===== src/verilog/dmhbp_pkg.sv =====
/*
 package for the dual mode host bus port: bus style codes, state codes, word widths and timing counts.
 assumes a single 10 MHz core clock.
*/
package dmhbp_pkg;
    localparam int unsigned CLK_PERIOD_NS = 100;
    localparam int unsigned DATA_W = 16;
    localparam int unsigned ADDR_W = 8;
    localparam int unsigned DEPTH = 256;
    // ready/acknowledge is held back this long after the strobe so read data is settled
    localparam int unsigned ACCESS_NS = 200;
    localparam int unsigned ACCESS_CYC = (ACCESS_NS + CLK_PERIOD_NS - 1) / CLK_PERIOD_NS;
    localparam logic STYLE_SEPARATE = 1'h1;
    localparam logic STYLE_DATASTROBE = 1'h0;
    localparam logic [DATA_W-1:0] RESET_WORD = 16'h0000;

    typedef enum logic [1:0] {
        DMHBP_IDLE = 2'h0,
        DMHBP_WAIT = 2'h1,
        DMHBP_DONE = 2'h2
    } dmhbp_state_e;
endpackage


===== src/verilog/dmhbp_mem.sv =====
/*
 small word memory behind the host port; read data come out of a register.
 assumes synchronous write enable and one read per clock.
*/
`timescale 1ns/1ps
module dmhbp_mem #(
    parameter int unsigned DATA_W = 16,
    parameter int unsigned DEPTH = 256,
    parameter int unsigned ADDR_W = 8
) (
    input wire logic clk,
    input wire logic wr_en,
    input wire logic [ADDR_W-1:0] addr,
    input wire logic [DATA_W-1:0] wr_data,
    output logic [DATA_W-1:0] rd_data_q
);
    logic [DATA_W-1:0] mem [DEPTH];

    initial begin
        if (DEPTH > (1 << ADDR_W)) begin
            $error("depth does not fit address width");
        end
    end

    always_ff @(posedge clk) begin
        if (wr_en) begin
            mem[addr] <= wr_data;
        end
    end

    always_ff @(posedge clk) begin
        rd_data_q <= mem[addr];
    end
endmodule


===== src/verilog/dmhbp_port.sv =====
/*
 dual mode host bus port: pin level strobe decode, access sequencing, ready/acknowledge pin and interrupt pin.
 assumes host pins are synchronous to ref_clk and that the data bus is resolved outside from the enable.
*/
//Contract
//the static style select input picks separate strobes when high and data strobe with read/write when low.
//the board holds the reserved connection input high during operation.
//the host selects the port by pulling chip select low and strobes are ignored while it is high.
//the first strobe input is the low-active write strobe or, in data-strobe style, the read/write line.
//the second strobe input is the low-active read strobe or, in data-strobe style, the low-active data strobe.
//in data-strobe style the handshake pin pulls low to acknowledge and is otherwise released.
//in separate-strobe style the handshake pin is a driven ready while selected and floats when deselected.
//the interrupt pin is driven low while any condition is pending and is inactive otherwise.
//the host holds its strobe until ready or acknowledge, given only once read data is valid or write data taken.
`timescale 1ns/1ps
module dmhbp_port #(
    parameter int unsigned DATA_W = dmhbp_pkg::DATA_W,
    parameter int unsigned ADDR_W = dmhbp_pkg::ADDR_W,
    parameter int unsigned DEPTH = dmhbp_pkg::DEPTH,
    parameter int unsigned IRQ_W = 4
) (
    input wire logic ref_clk,
    input wire logic arst_n,
    input wire logic style_sel,
    input wire logic reserved_high,
    input wire logic chip_sel_n,
    input wire logic write_or_rw,
    input wire logic read_or_ds_n,
    input wire logic [ADDR_W-1:0] addr,
    input wire logic [DATA_W-1:0] data_in,
    output logic [DATA_W-1:0] data_out_q,
    output logic data_oe_q,
    output logic handshake_out_q,
    output logic handshake_oe_q,
    input wire logic [IRQ_W-1:0] irq_pending,
    output logic irq_n_q,
    output logic reserved_bad_q
);
    initial begin
        if (DATA_W < 1 || ADDR_W < 1 || IRQ_W < 1) begin
            $error("port widths must be at least one");
        end
        if (DEPTH < 1 || DEPTH > (1 << ADDR_W)) begin
            $error("depth does not fit address width");
        end
        if (dmhbp_pkg::ACCESS_CYC < 1 || dmhbp_pkg::ACCESS_CYC > 255) begin
            $error("access count does not fit the wait counter");
        end
    end

    // arst_n leaves reset through two flops; the rest resets on that copy
    logic rst_meta_q;
    logic rst_n_q;

    always_ff @(posedge ref_clk or negedge arst_n) begin
        if (!arst_n) begin
            rst_meta_q <= 1'h0;
            rst_n_q <= 1'h0;
        end else begin
            rst_meta_q <= 1'h1;
            rst_n_q <= rst_meta_q;
        end
    end

    // style strap is caught once after reset release
    logic style_q;
    logic style_taken_q;

    always_ff @(posedge ref_clk or negedge rst_n_q) begin
        if (!rst_n_q) begin
            style_q <= dmhbp_pkg::STYLE_SEPARATE;
            style_taken_q <= 1'h0;
        end else if (!style_taken_q) begin
            style_q <= style_sel;
            style_taken_q <= 1'h1;
        end
    end

    logic sep;
    logic rd_req;
    logic wr_req;
    logic any_req;

    always_comb begin
        sep = (style_q == dmhbp_pkg::STYLE_SEPARATE);
        if (chip_sel_n || !style_taken_q) begin
            rd_req = 1'h0;
            wr_req = 1'h0;
        end else if (sep) begin
            wr_req = !write_or_rw;
            rd_req = !read_or_ds_n;
        end else begin
            wr_req = !read_or_ds_n && !write_or_rw;
            rd_req = !read_or_ds_n && write_or_rw;
        end
        any_req = rd_req || wr_req;
    end

    dmhbp_pkg::dmhbp_state_e state_q;
    logic [7:0] wait_q;
    logic is_read_q;
    logic wait_over;

    assign wait_over = (wait_q <= 8'h01);

    always_ff @(posedge ref_clk or negedge rst_n_q) begin
        if (!rst_n_q) begin
            state_q <= dmhbp_pkg::DMHBP_IDLE;
        end else begin
            case (state_q)
                dmhbp_pkg::DMHBP_IDLE: begin
                    if (any_req && !(rd_req && wr_req)) begin
                        state_q <= dmhbp_pkg::DMHBP_WAIT;
                    end
                end
                dmhbp_pkg::DMHBP_WAIT: begin
                    if (!any_req) begin
                        state_q <= dmhbp_pkg::DMHBP_IDLE;
                    end else if (wait_over) begin
                        state_q <= dmhbp_pkg::DMHBP_DONE;
                    end
                end
                dmhbp_pkg::DMHBP_DONE: begin
                    if (!any_req) begin
                        state_q <= dmhbp_pkg::DMHBP_IDLE;
                    end
                end
                default: begin
                    state_q <= dmhbp_pkg::DMHBP_IDLE;
                end
            endcase
        end
    end

    // access delay, reloaded while idle so every access waits the full count
    always_ff @(posedge ref_clk or negedge rst_n_q) begin
        if (!rst_n_q) begin
            wait_q <= 8'h00;
        end else if (state_q == dmhbp_pkg::DMHBP_IDLE) begin
            wait_q <= 8'(dmhbp_pkg::ACCESS_CYC);
        end else if (state_q == dmhbp_pkg::DMHBP_WAIT && !wait_over) begin
            wait_q <= wait_q - 8'h01;
        end
    end

    // direction of the access in flight, fixed when it is taken
    always_ff @(posedge ref_clk or negedge rst_n_q) begin
        if (!rst_n_q) begin
            is_read_q <= 1'h0;
        end else if (state_q == dmhbp_pkg::DMHBP_IDLE && any_req) begin
            is_read_q <= rd_req;
        end
    end

    // write is captured on entry to wait, so acknowledge follows capture
    logic mem_wr;
    logic [DATA_W-1:0] mem_rd;

    assign mem_wr = (state_q == dmhbp_pkg::DMHBP_IDLE) && wr_req && !rd_req;

    dmhbp_mem #(
        .DATA_W(DATA_W),
        .DEPTH(DEPTH),
        .ADDR_W(ADDR_W)
    ) u_mem (
        .clk(ref_clk),
        .wr_en(mem_wr),
        .addr(addr),
        .wr_data(data_in),
        .rd_data_q(mem_rd)
    );

    logic ack;

    assign ack = (state_q == dmhbp_pkg::DMHBP_DONE) && any_req;

    always_ff @(posedge ref_clk or negedge rst_n_q) begin
        if (!rst_n_q) begin
            data_out_q <= DATA_W'(dmhbp_pkg::RESET_WORD);
        end else if (state_q == dmhbp_pkg::DMHBP_WAIT && is_read_q) begin
            data_out_q <= mem_rd;
        end
    end

    // data bus is only driven for a read that has been taken
    always_ff @(posedge ref_clk or negedge rst_n_q) begin
        if (!rst_n_q) begin
            data_oe_q <= 1'h0;
        end else begin
            data_oe_q <= is_read_q && rd_req && (state_q != dmhbp_pkg::DMHBP_IDLE);
        end
    end

    // separate style drives ready while selected; data-strobe style only pulls low to acknowledge
    always_ff @(posedge ref_clk or negedge rst_n_q) begin
        if (!rst_n_q) begin
            handshake_out_q <= 1'h1;
            handshake_oe_q <= 1'h0;
        end else if (sep) begin
            handshake_out_q <= ack || !any_req;
            handshake_oe_q <= !chip_sel_n;
        end else begin
            handshake_out_q <= 1'h0;
            handshake_oe_q <= ack;
        end
    end

    always_ff @(posedge ref_clk or negedge rst_n_q) begin
        if (!rst_n_q) begin
            irq_n_q <= 1'h1;
        end else begin
            irq_n_q <= !(|irq_pending);
        end
    end

    // flags a board that leaves the reserved input low
    always_ff @(posedge ref_clk or negedge rst_n_q) begin
        if (!rst_n_q) begin
            reserved_bad_q <= 1'h0;
        end else begin
            reserved_bad_q <= !reserved_high;
        end
    end
endmodule


===== config.mk =====
export PLATFORM = sky130hd
export DESIGN_NAME = dmhbp_port
export DESIGN_NICKNAME = d
export VERILOG_FILES = /design/src/verilog/dmhbp_pkg.sv /design/src/verilog/dmhbp_mem.sv /design/src/verilog/dmhbp_port.sv
export SDC_FILE = /design/constraint.sdc
export NUM_CORES = 2
export LEC_CHECK = 0
export CAP_MARGIN = 10
export CORE_ASPECT_RATIO = 0.5
export CORE_MARGIN = 3
export CORE_UTILIZATION = 48
export DETAILED_ROUTE_END_ITERATION = 6
export DONT_BUFFER_PORTS = 1
export GPL_ROUTABILITY_DRIVEN = 0
export PLACE_DENSITY_LB_ADDON = 0.05
export RECOVER_POWER = 100
export SYNTH_ARGS = -nofsm -noshare
export SYNTH_HDL_FRONTEND = slang
export SYNTH_SLANG_ARGS = --single-unit

===== constraint.sdc =====
create_clock -name ref_clk -period 2.65 [get_ports ref_clk]
set_clock_uncertainty 0.1 [all_clocks]
set_input_delay 0.265 -clock ref_clk [delete_from_list [all_inputs] [get_ports ref_clk]]
set_output_delay 0.265 -clock ref_clk [all_outputs]
set_load 0.01 [all_outputs]

**Yosys cells after proc, flatten, opt, wreduce, memory -nomap -nowiden**

Memory sizes are Yosys's and may differ from the RTL's. A register that Yosys moved wholly into a read port is not among the register bits.
Cells that the tools add are included.

- Add/subtract/negate cells: 1
- $lt $le $gt $ge: 1
- Eq/ne operators: 5
- Multiplexer cells: 15
- Reductions and logical operators: 30

Operators by type and width:

| cell | number |
|---|---|
| 2-to-1 mux 8 bit | 2 |
| logical AND 1 bit | 12 |
| zero test 1 bit | 10 |
| less-or-equal comparator 8 x 1 -> 1 bit (second input constant) | 1 |
| 2-to-1 mux 1 bit | 8 |
| 2-to-1 mux 2 bit | 4 |
| subtractor 8 x 1 -> 8 bit (second input constant) | 1 |
| case mux 2 bit (3 select lines) | 1 |
| != test 2 bit (second input constant) | 2 |
| nonzero test 2 bit | 2 |
| OR reduction 4 bit | 1 |
| logical OR 1 bit | 3 |
| != test 3 bit (second input constant) | 1 |
| AND reduction 3 bit | 1 |
| == test 2 x 1 -> 1 bit (second input constant) | 1 |
| == test 2 bit (second input constant) | 1 |
| zero test 2 bit | 1 |

- Register bits after elaboration: 36
- RAM bits: 4096
- Logic and storage cells: 66
- Memories: 1

Memory list:

| name | depth | width | read ports | clocked after Yosys merged registers in | wr ports | RTL line | source |
|---|---|---|---|---|---|---|---|
| u_mem.mem | 256 | 16 | 1 | 1 | 1 | dmhbp_mem.sv:17 | `logic [DATA_W-1:0] mem [DEPTH];` |

**Logic depth before layout (Yosys ltp)**

- Depth in word-level cells: 9
- Depth in mapped cells: 9

**By module**

A second synthesis with hierarchy kept.

- Cells, all modules: 6846
- Area total of the unflattened synthesis: 156919.2 um^2

Modules (own cells, without submodules):

| module | times used | cells an instance | area each (um^2) | seq. area each (um^2) |
|---|---|---|---|---|
| dmhbp_mem | 1 | 6727 | 155399.0 | 123318.3 |
| dmhbp_port | 1 | 119 | 1520.2 | 904.6 |

**Worst setup path after synthesis**

No wires, ideal clock.

- Path kind: reg-to-reg
- Start: register style_q (netlist: sep)
- End: memory u_mem.mem[198][0] (enable)
- Arrival: 2577 ps
- Setup slack: -415 ps
- Cell stages (with the launch flop): 7
- Path buffers: 1
- Period minus slack after synthesis: 3065 ps
- Path through: dfstp_2 > nor2b_1 > a2111o_1 > nor4_1 > nand2_1 > clkbuf_1 > nor2_1

- Cells in the longest elaborated chain, start to end: 6
- Elaborated cells between the ends (all ways): 9
- Those cells by class: mux: 6; reduce/logical: 3

Ends and longest elaborated chain:

| element | RTL line | source |
|---|---|---|
| start: declaration | dmhbp_port.sv:66 | `logic style_q;` |
| start signal: assignment | dmhbp_port.sv:71 | `style_q <= dmhbp_pkg::STYLE_SEPARATE;` |
| start signal: assignment | dmhbp_port.sv:74 | `style_q <= style_sel;` |
| 2-to-1 mux 1 bit | dmhbp_port.sv:89 | `end else if (sep) begin` |
| 2-to-1 mux 1 bit | dmhbp_port.sv:86 | `if (chip_sel_n \|\| !style_taken_q) begin` |
| logical AND 1 bit / zero test 1 bit (equally long branches) | dmhbp_port.sv:159 | `assign mem_wr = (state_q == dmhbp_pkg::DMHBP_IDLE) && wr_req && !rd_req;` |
| logical AND 1 bit (*) | dmhbp_port.sv:159 |  |
| 2-to-1 mux 1 bit (*) | dmhbp_mem.sv:26 | `if (wr_en) begin` |
| 2-to-1 mux 1 bit (implied by the code) (*) | dmhbp_mem.sv:27 | `mem[addr] <= wr_data;` |
| end: declaration | dmhbp_mem.sv:17 |  |

Every way passes the cells marked *; elsewhere a longest branch is shown, timed or not.

**Worst setup path after layout**

- Start: register style_q (netlist: sep)
- End: memory u_mem.mem[8][2] (enable)

The elaborated chain is that of the path after synthesis.

==> run summary <==
status: finished, violations left
Critical Path RT: 3.18 ns
Max Used Layer: met5
clock latency on the worst-skew pair: 0.95 ns
Tmin final: 2.80 ns
final hold violation count: 1873
top-count cell post-synth: edfxtp_1
Area after DPL: 170000 µm²
clk buf depth: 4
routed vias: 78800
Die X: 814 µm
Final #Nets: 7668
Synth Register Bits: 4148
Post-synth EDFFs: 4096
initial DRC count: 10900
DR pass1 iterations: 6
CTS H-tree lvls: 5
commonest cells in the netlist: edfxtp_1, mux4_2, a22oi_1, clkbuf_1, nor2_1
RSZ-0062 raised after global routing: true
fraction of registers with async set/reset: 0.00868
drt wl/cell: 37.5 µm
Area contributors post-synth: edfxtp_1, mux4_2, a22oi_1, a21oi_1, clkbuf_1
initial antenna violation count: 19
hold slack: -0.654 ns
worst slew pin tran: 2.79 ns
CP max-delay cell: dfstp_2
drt total wl: 459000 µm
placed cells: 11400
fraction of layout cells with a size suffix above 1: 0.335
setup TNS: -166.72 ns
sw frac: 0.212
Comb power frac: 0.048
Max Clock Freq: 0.358 GHz
Place WS: -2.69 ns
total congestion overflow: 0
Most Frequent Cell on Critical Path: buf_6
cell taking the most area after synthesis: edfxtp_1
clock buffer count from CTS: 363
CP Capture Type: flop
normalized max-slew margin: -0.859
Die Y: 410 µm
power per cell area: 705 nW/µm²
PortBufs: 0
first-pass GRT wire length: 618000 µm
fill cell count: 23400
critical path class: reg2reg
Worst-path clk slew: 0.07 ns
largest net degree at the start of global routing: 1032
Initial Utilization: 0.485
Post-Syn Area: 157000 µm²
max-slew violations: 616
DRT antenna net count: 0
setup slack, reg-to-reg: -0.15 ns
HPWL after DPL: 237000 µm
Avg Cell Area, Syn: 23.0 µm²
Ports: 56
CP Cell Sequence: nor2b_2 > a2111o_1 > buf_6 > nor4_2 > buf_6 > nand2_1 > buf_12 > nor2_1 > buf_4
vias in the first global route: 77800
P_int: 103 mW
# setup viols final: 3171
WL met3: 43400 µm
CP max stage delay: 0.54 ns
Psw: 27.7 mW
total number of yosys warnings: 0
met1 WL: 192000 µm
met2 wire length: 212000 µm
hold depth: 0
worst min path class: in2reg
fin worst setup slack: -0.146 ns
CP max FO: 16
Clock Sinks: 4148
Reg2Reg Depth: 9
CTS root buf: clkbuf_16
Die ar.: 334000 µm²
failing checks: hold timing, capacitance limit, slew limit, setup timing
clock network power share: 0.399
Reg power frac: 0.554
final instance area: 186000 µm²
Finished Layout Cells: 12200
Yosys cell types: 36
Synth-to-Final Area Change: 18.4%
Total Routing Usage GR: 0.264
share of the synthesized area in the top cell type: 0.785
WP data arrival: 3.33 ns
num rows: 147
type of origin of the critical path: flop
Max-Cap Viols: 5
VDD IR max: 0.000534 V
Syn Inst Count: 6821
CORE AREA: 323000 µm²
Leakage: 57.7 nW
drt drc: 0
most common flop cell mapped by yosys: edfxtp_1
vias per cell: 6.43
crit share post-route: 1.05
register area share after synthesis: 0.793
CTS tree: done
[cell type report]
cell class                      instances  area, µm²  share of cell area
Sequential cell                      4148     124000               0.669
Multi-Input combinational cell       2253      32300               0.174
Timing Repair Buffer                  857      12300              0.0663
Clock buffer                          446       9620              0.0518
Tap cell                             4321       5410              0.0291
Clock inverter                        205       1730             0.00934
Inverter                                7       26.3            0.000142
Antenna cell                           10       25.0            0.000135
[power by group through the flow]
stage / Combinational [mW] / Clock (mW) / Sequential [mW]
finish: 6.24 / 52.2 / 72.5
CTS: 5.24 / 53.1 / 72.5
detailed placement: 4.89 / 0 / 73.9
global placement: 4.86 / 0 / 73.9
global route: 6.54 / 55.8 / 72.5
floorplan: 3.11 / 0 / 73.7
[kinds of logic (layout without fill, tap and decap cells)]
kind of cell             Yosys count  in the layout  synth area share
flip-flops                      4148           4148             0.793
multiplexers                    1046           1046             0.149
AO/OA/AOI/OAI                    845            845            0.0369
buffers and inverters            421           1515            0.0122
AND/OR/NAND/NOR                  357            357           0.00936
adder cells (fa/ha/maj)            3              3          0.000240
other                              1             12         0.0000239
[flip-flops by register name (all words and copies together) (netlist names), 2 cells and up]
register / flops
data_out_q: 16
u_mem.rd_data_q: 16
state_q: 2
wait_q: 8
u_mem.mem: 4096
[path summary, 6_finish.rpt]
kind	endpoint	startpoint
max in group asynchronous	wait_q[2]$_DFFE_PN0P_	rst_n_q$_DFF_PN0_
worst max register to register	u_mem.mem[8][2]$_DFFE_PP_	sep$_DFFE_PN1N_
worst max-delay path	u_mem.mem[8][2]$_DFFE_PP_	sep$_DFFE_PN1N_
worst min-delay path	u_mem.mem[26][10]$_DFFE_PP_	data_in[10]
min in group asynchronous	rst_meta_q$_DFF_PN0_	arst_n
worst min register to register	rst_n_q$_DFF_PN0_	rst_meta_q$_DFF_PN0_
[cells in the final DEF (no fill, tap or decap), types with 11 or more instances in the layout]
cell type	count
clkinv_2	83
clkbuf_16	408
o41ai_1	24
dfrtp_1	33
o41ai_2	26
buf_4	360
nor2_1	93
nor2_2	80
dlygate4sd3_1	33
clkinv_1	69
buf_16	45
buf_12	299
a21oi_1	247
nand4_1	17
mux4_2	1024
nor2_4	92
o41ai_4	15
a22oi_1	504
nand2_2	17
clkbuf_1	68
bufbuf_16	11
bufinv_16	26
buf_6	44
dfxtp_1	16
mux2_2	17
nand2_1	16
edfxtp_1	4096
[per-layer routing]
layer | vias to the layer above | GRT usage
li1 | 31100 | -
met1 | 43300 | 0.399
met2 | 3797 | 0.404
met3 | 577 | 0.0561
met4 | 6 | 0.0557
met5 | - | 0
[per-stage QoR]
stage	util	power (mW)
2_1_floorplan	-	76.8
3_3_place_gp	0.527	78.8
3_5_place_dp	0.527	78.8
4_1_cts	0.570	131
5_1_grt	0.575	135
6_report	0.575	131
[timing repair]
item	CTS	global route
hold buffers	27	17
gates resized for setup	190	104
setup endpoints to repair	3927	4117
cloned	47	37
buffers inserted	34	11
pin swaps	21	15
hold endpoints to repair	4983	3319
[critical path: cells and delay by family (launching register included)]
kind | cells | cell delay, ns
AND/OR/NAND/NOR | 4 | 0.57
buffers and inverters | 4 | 0.88
flip-flops | 1 | 0.54
AO/OA/AOI/OAI | 1 | 0.37
(Power assumes the default switching activity.)
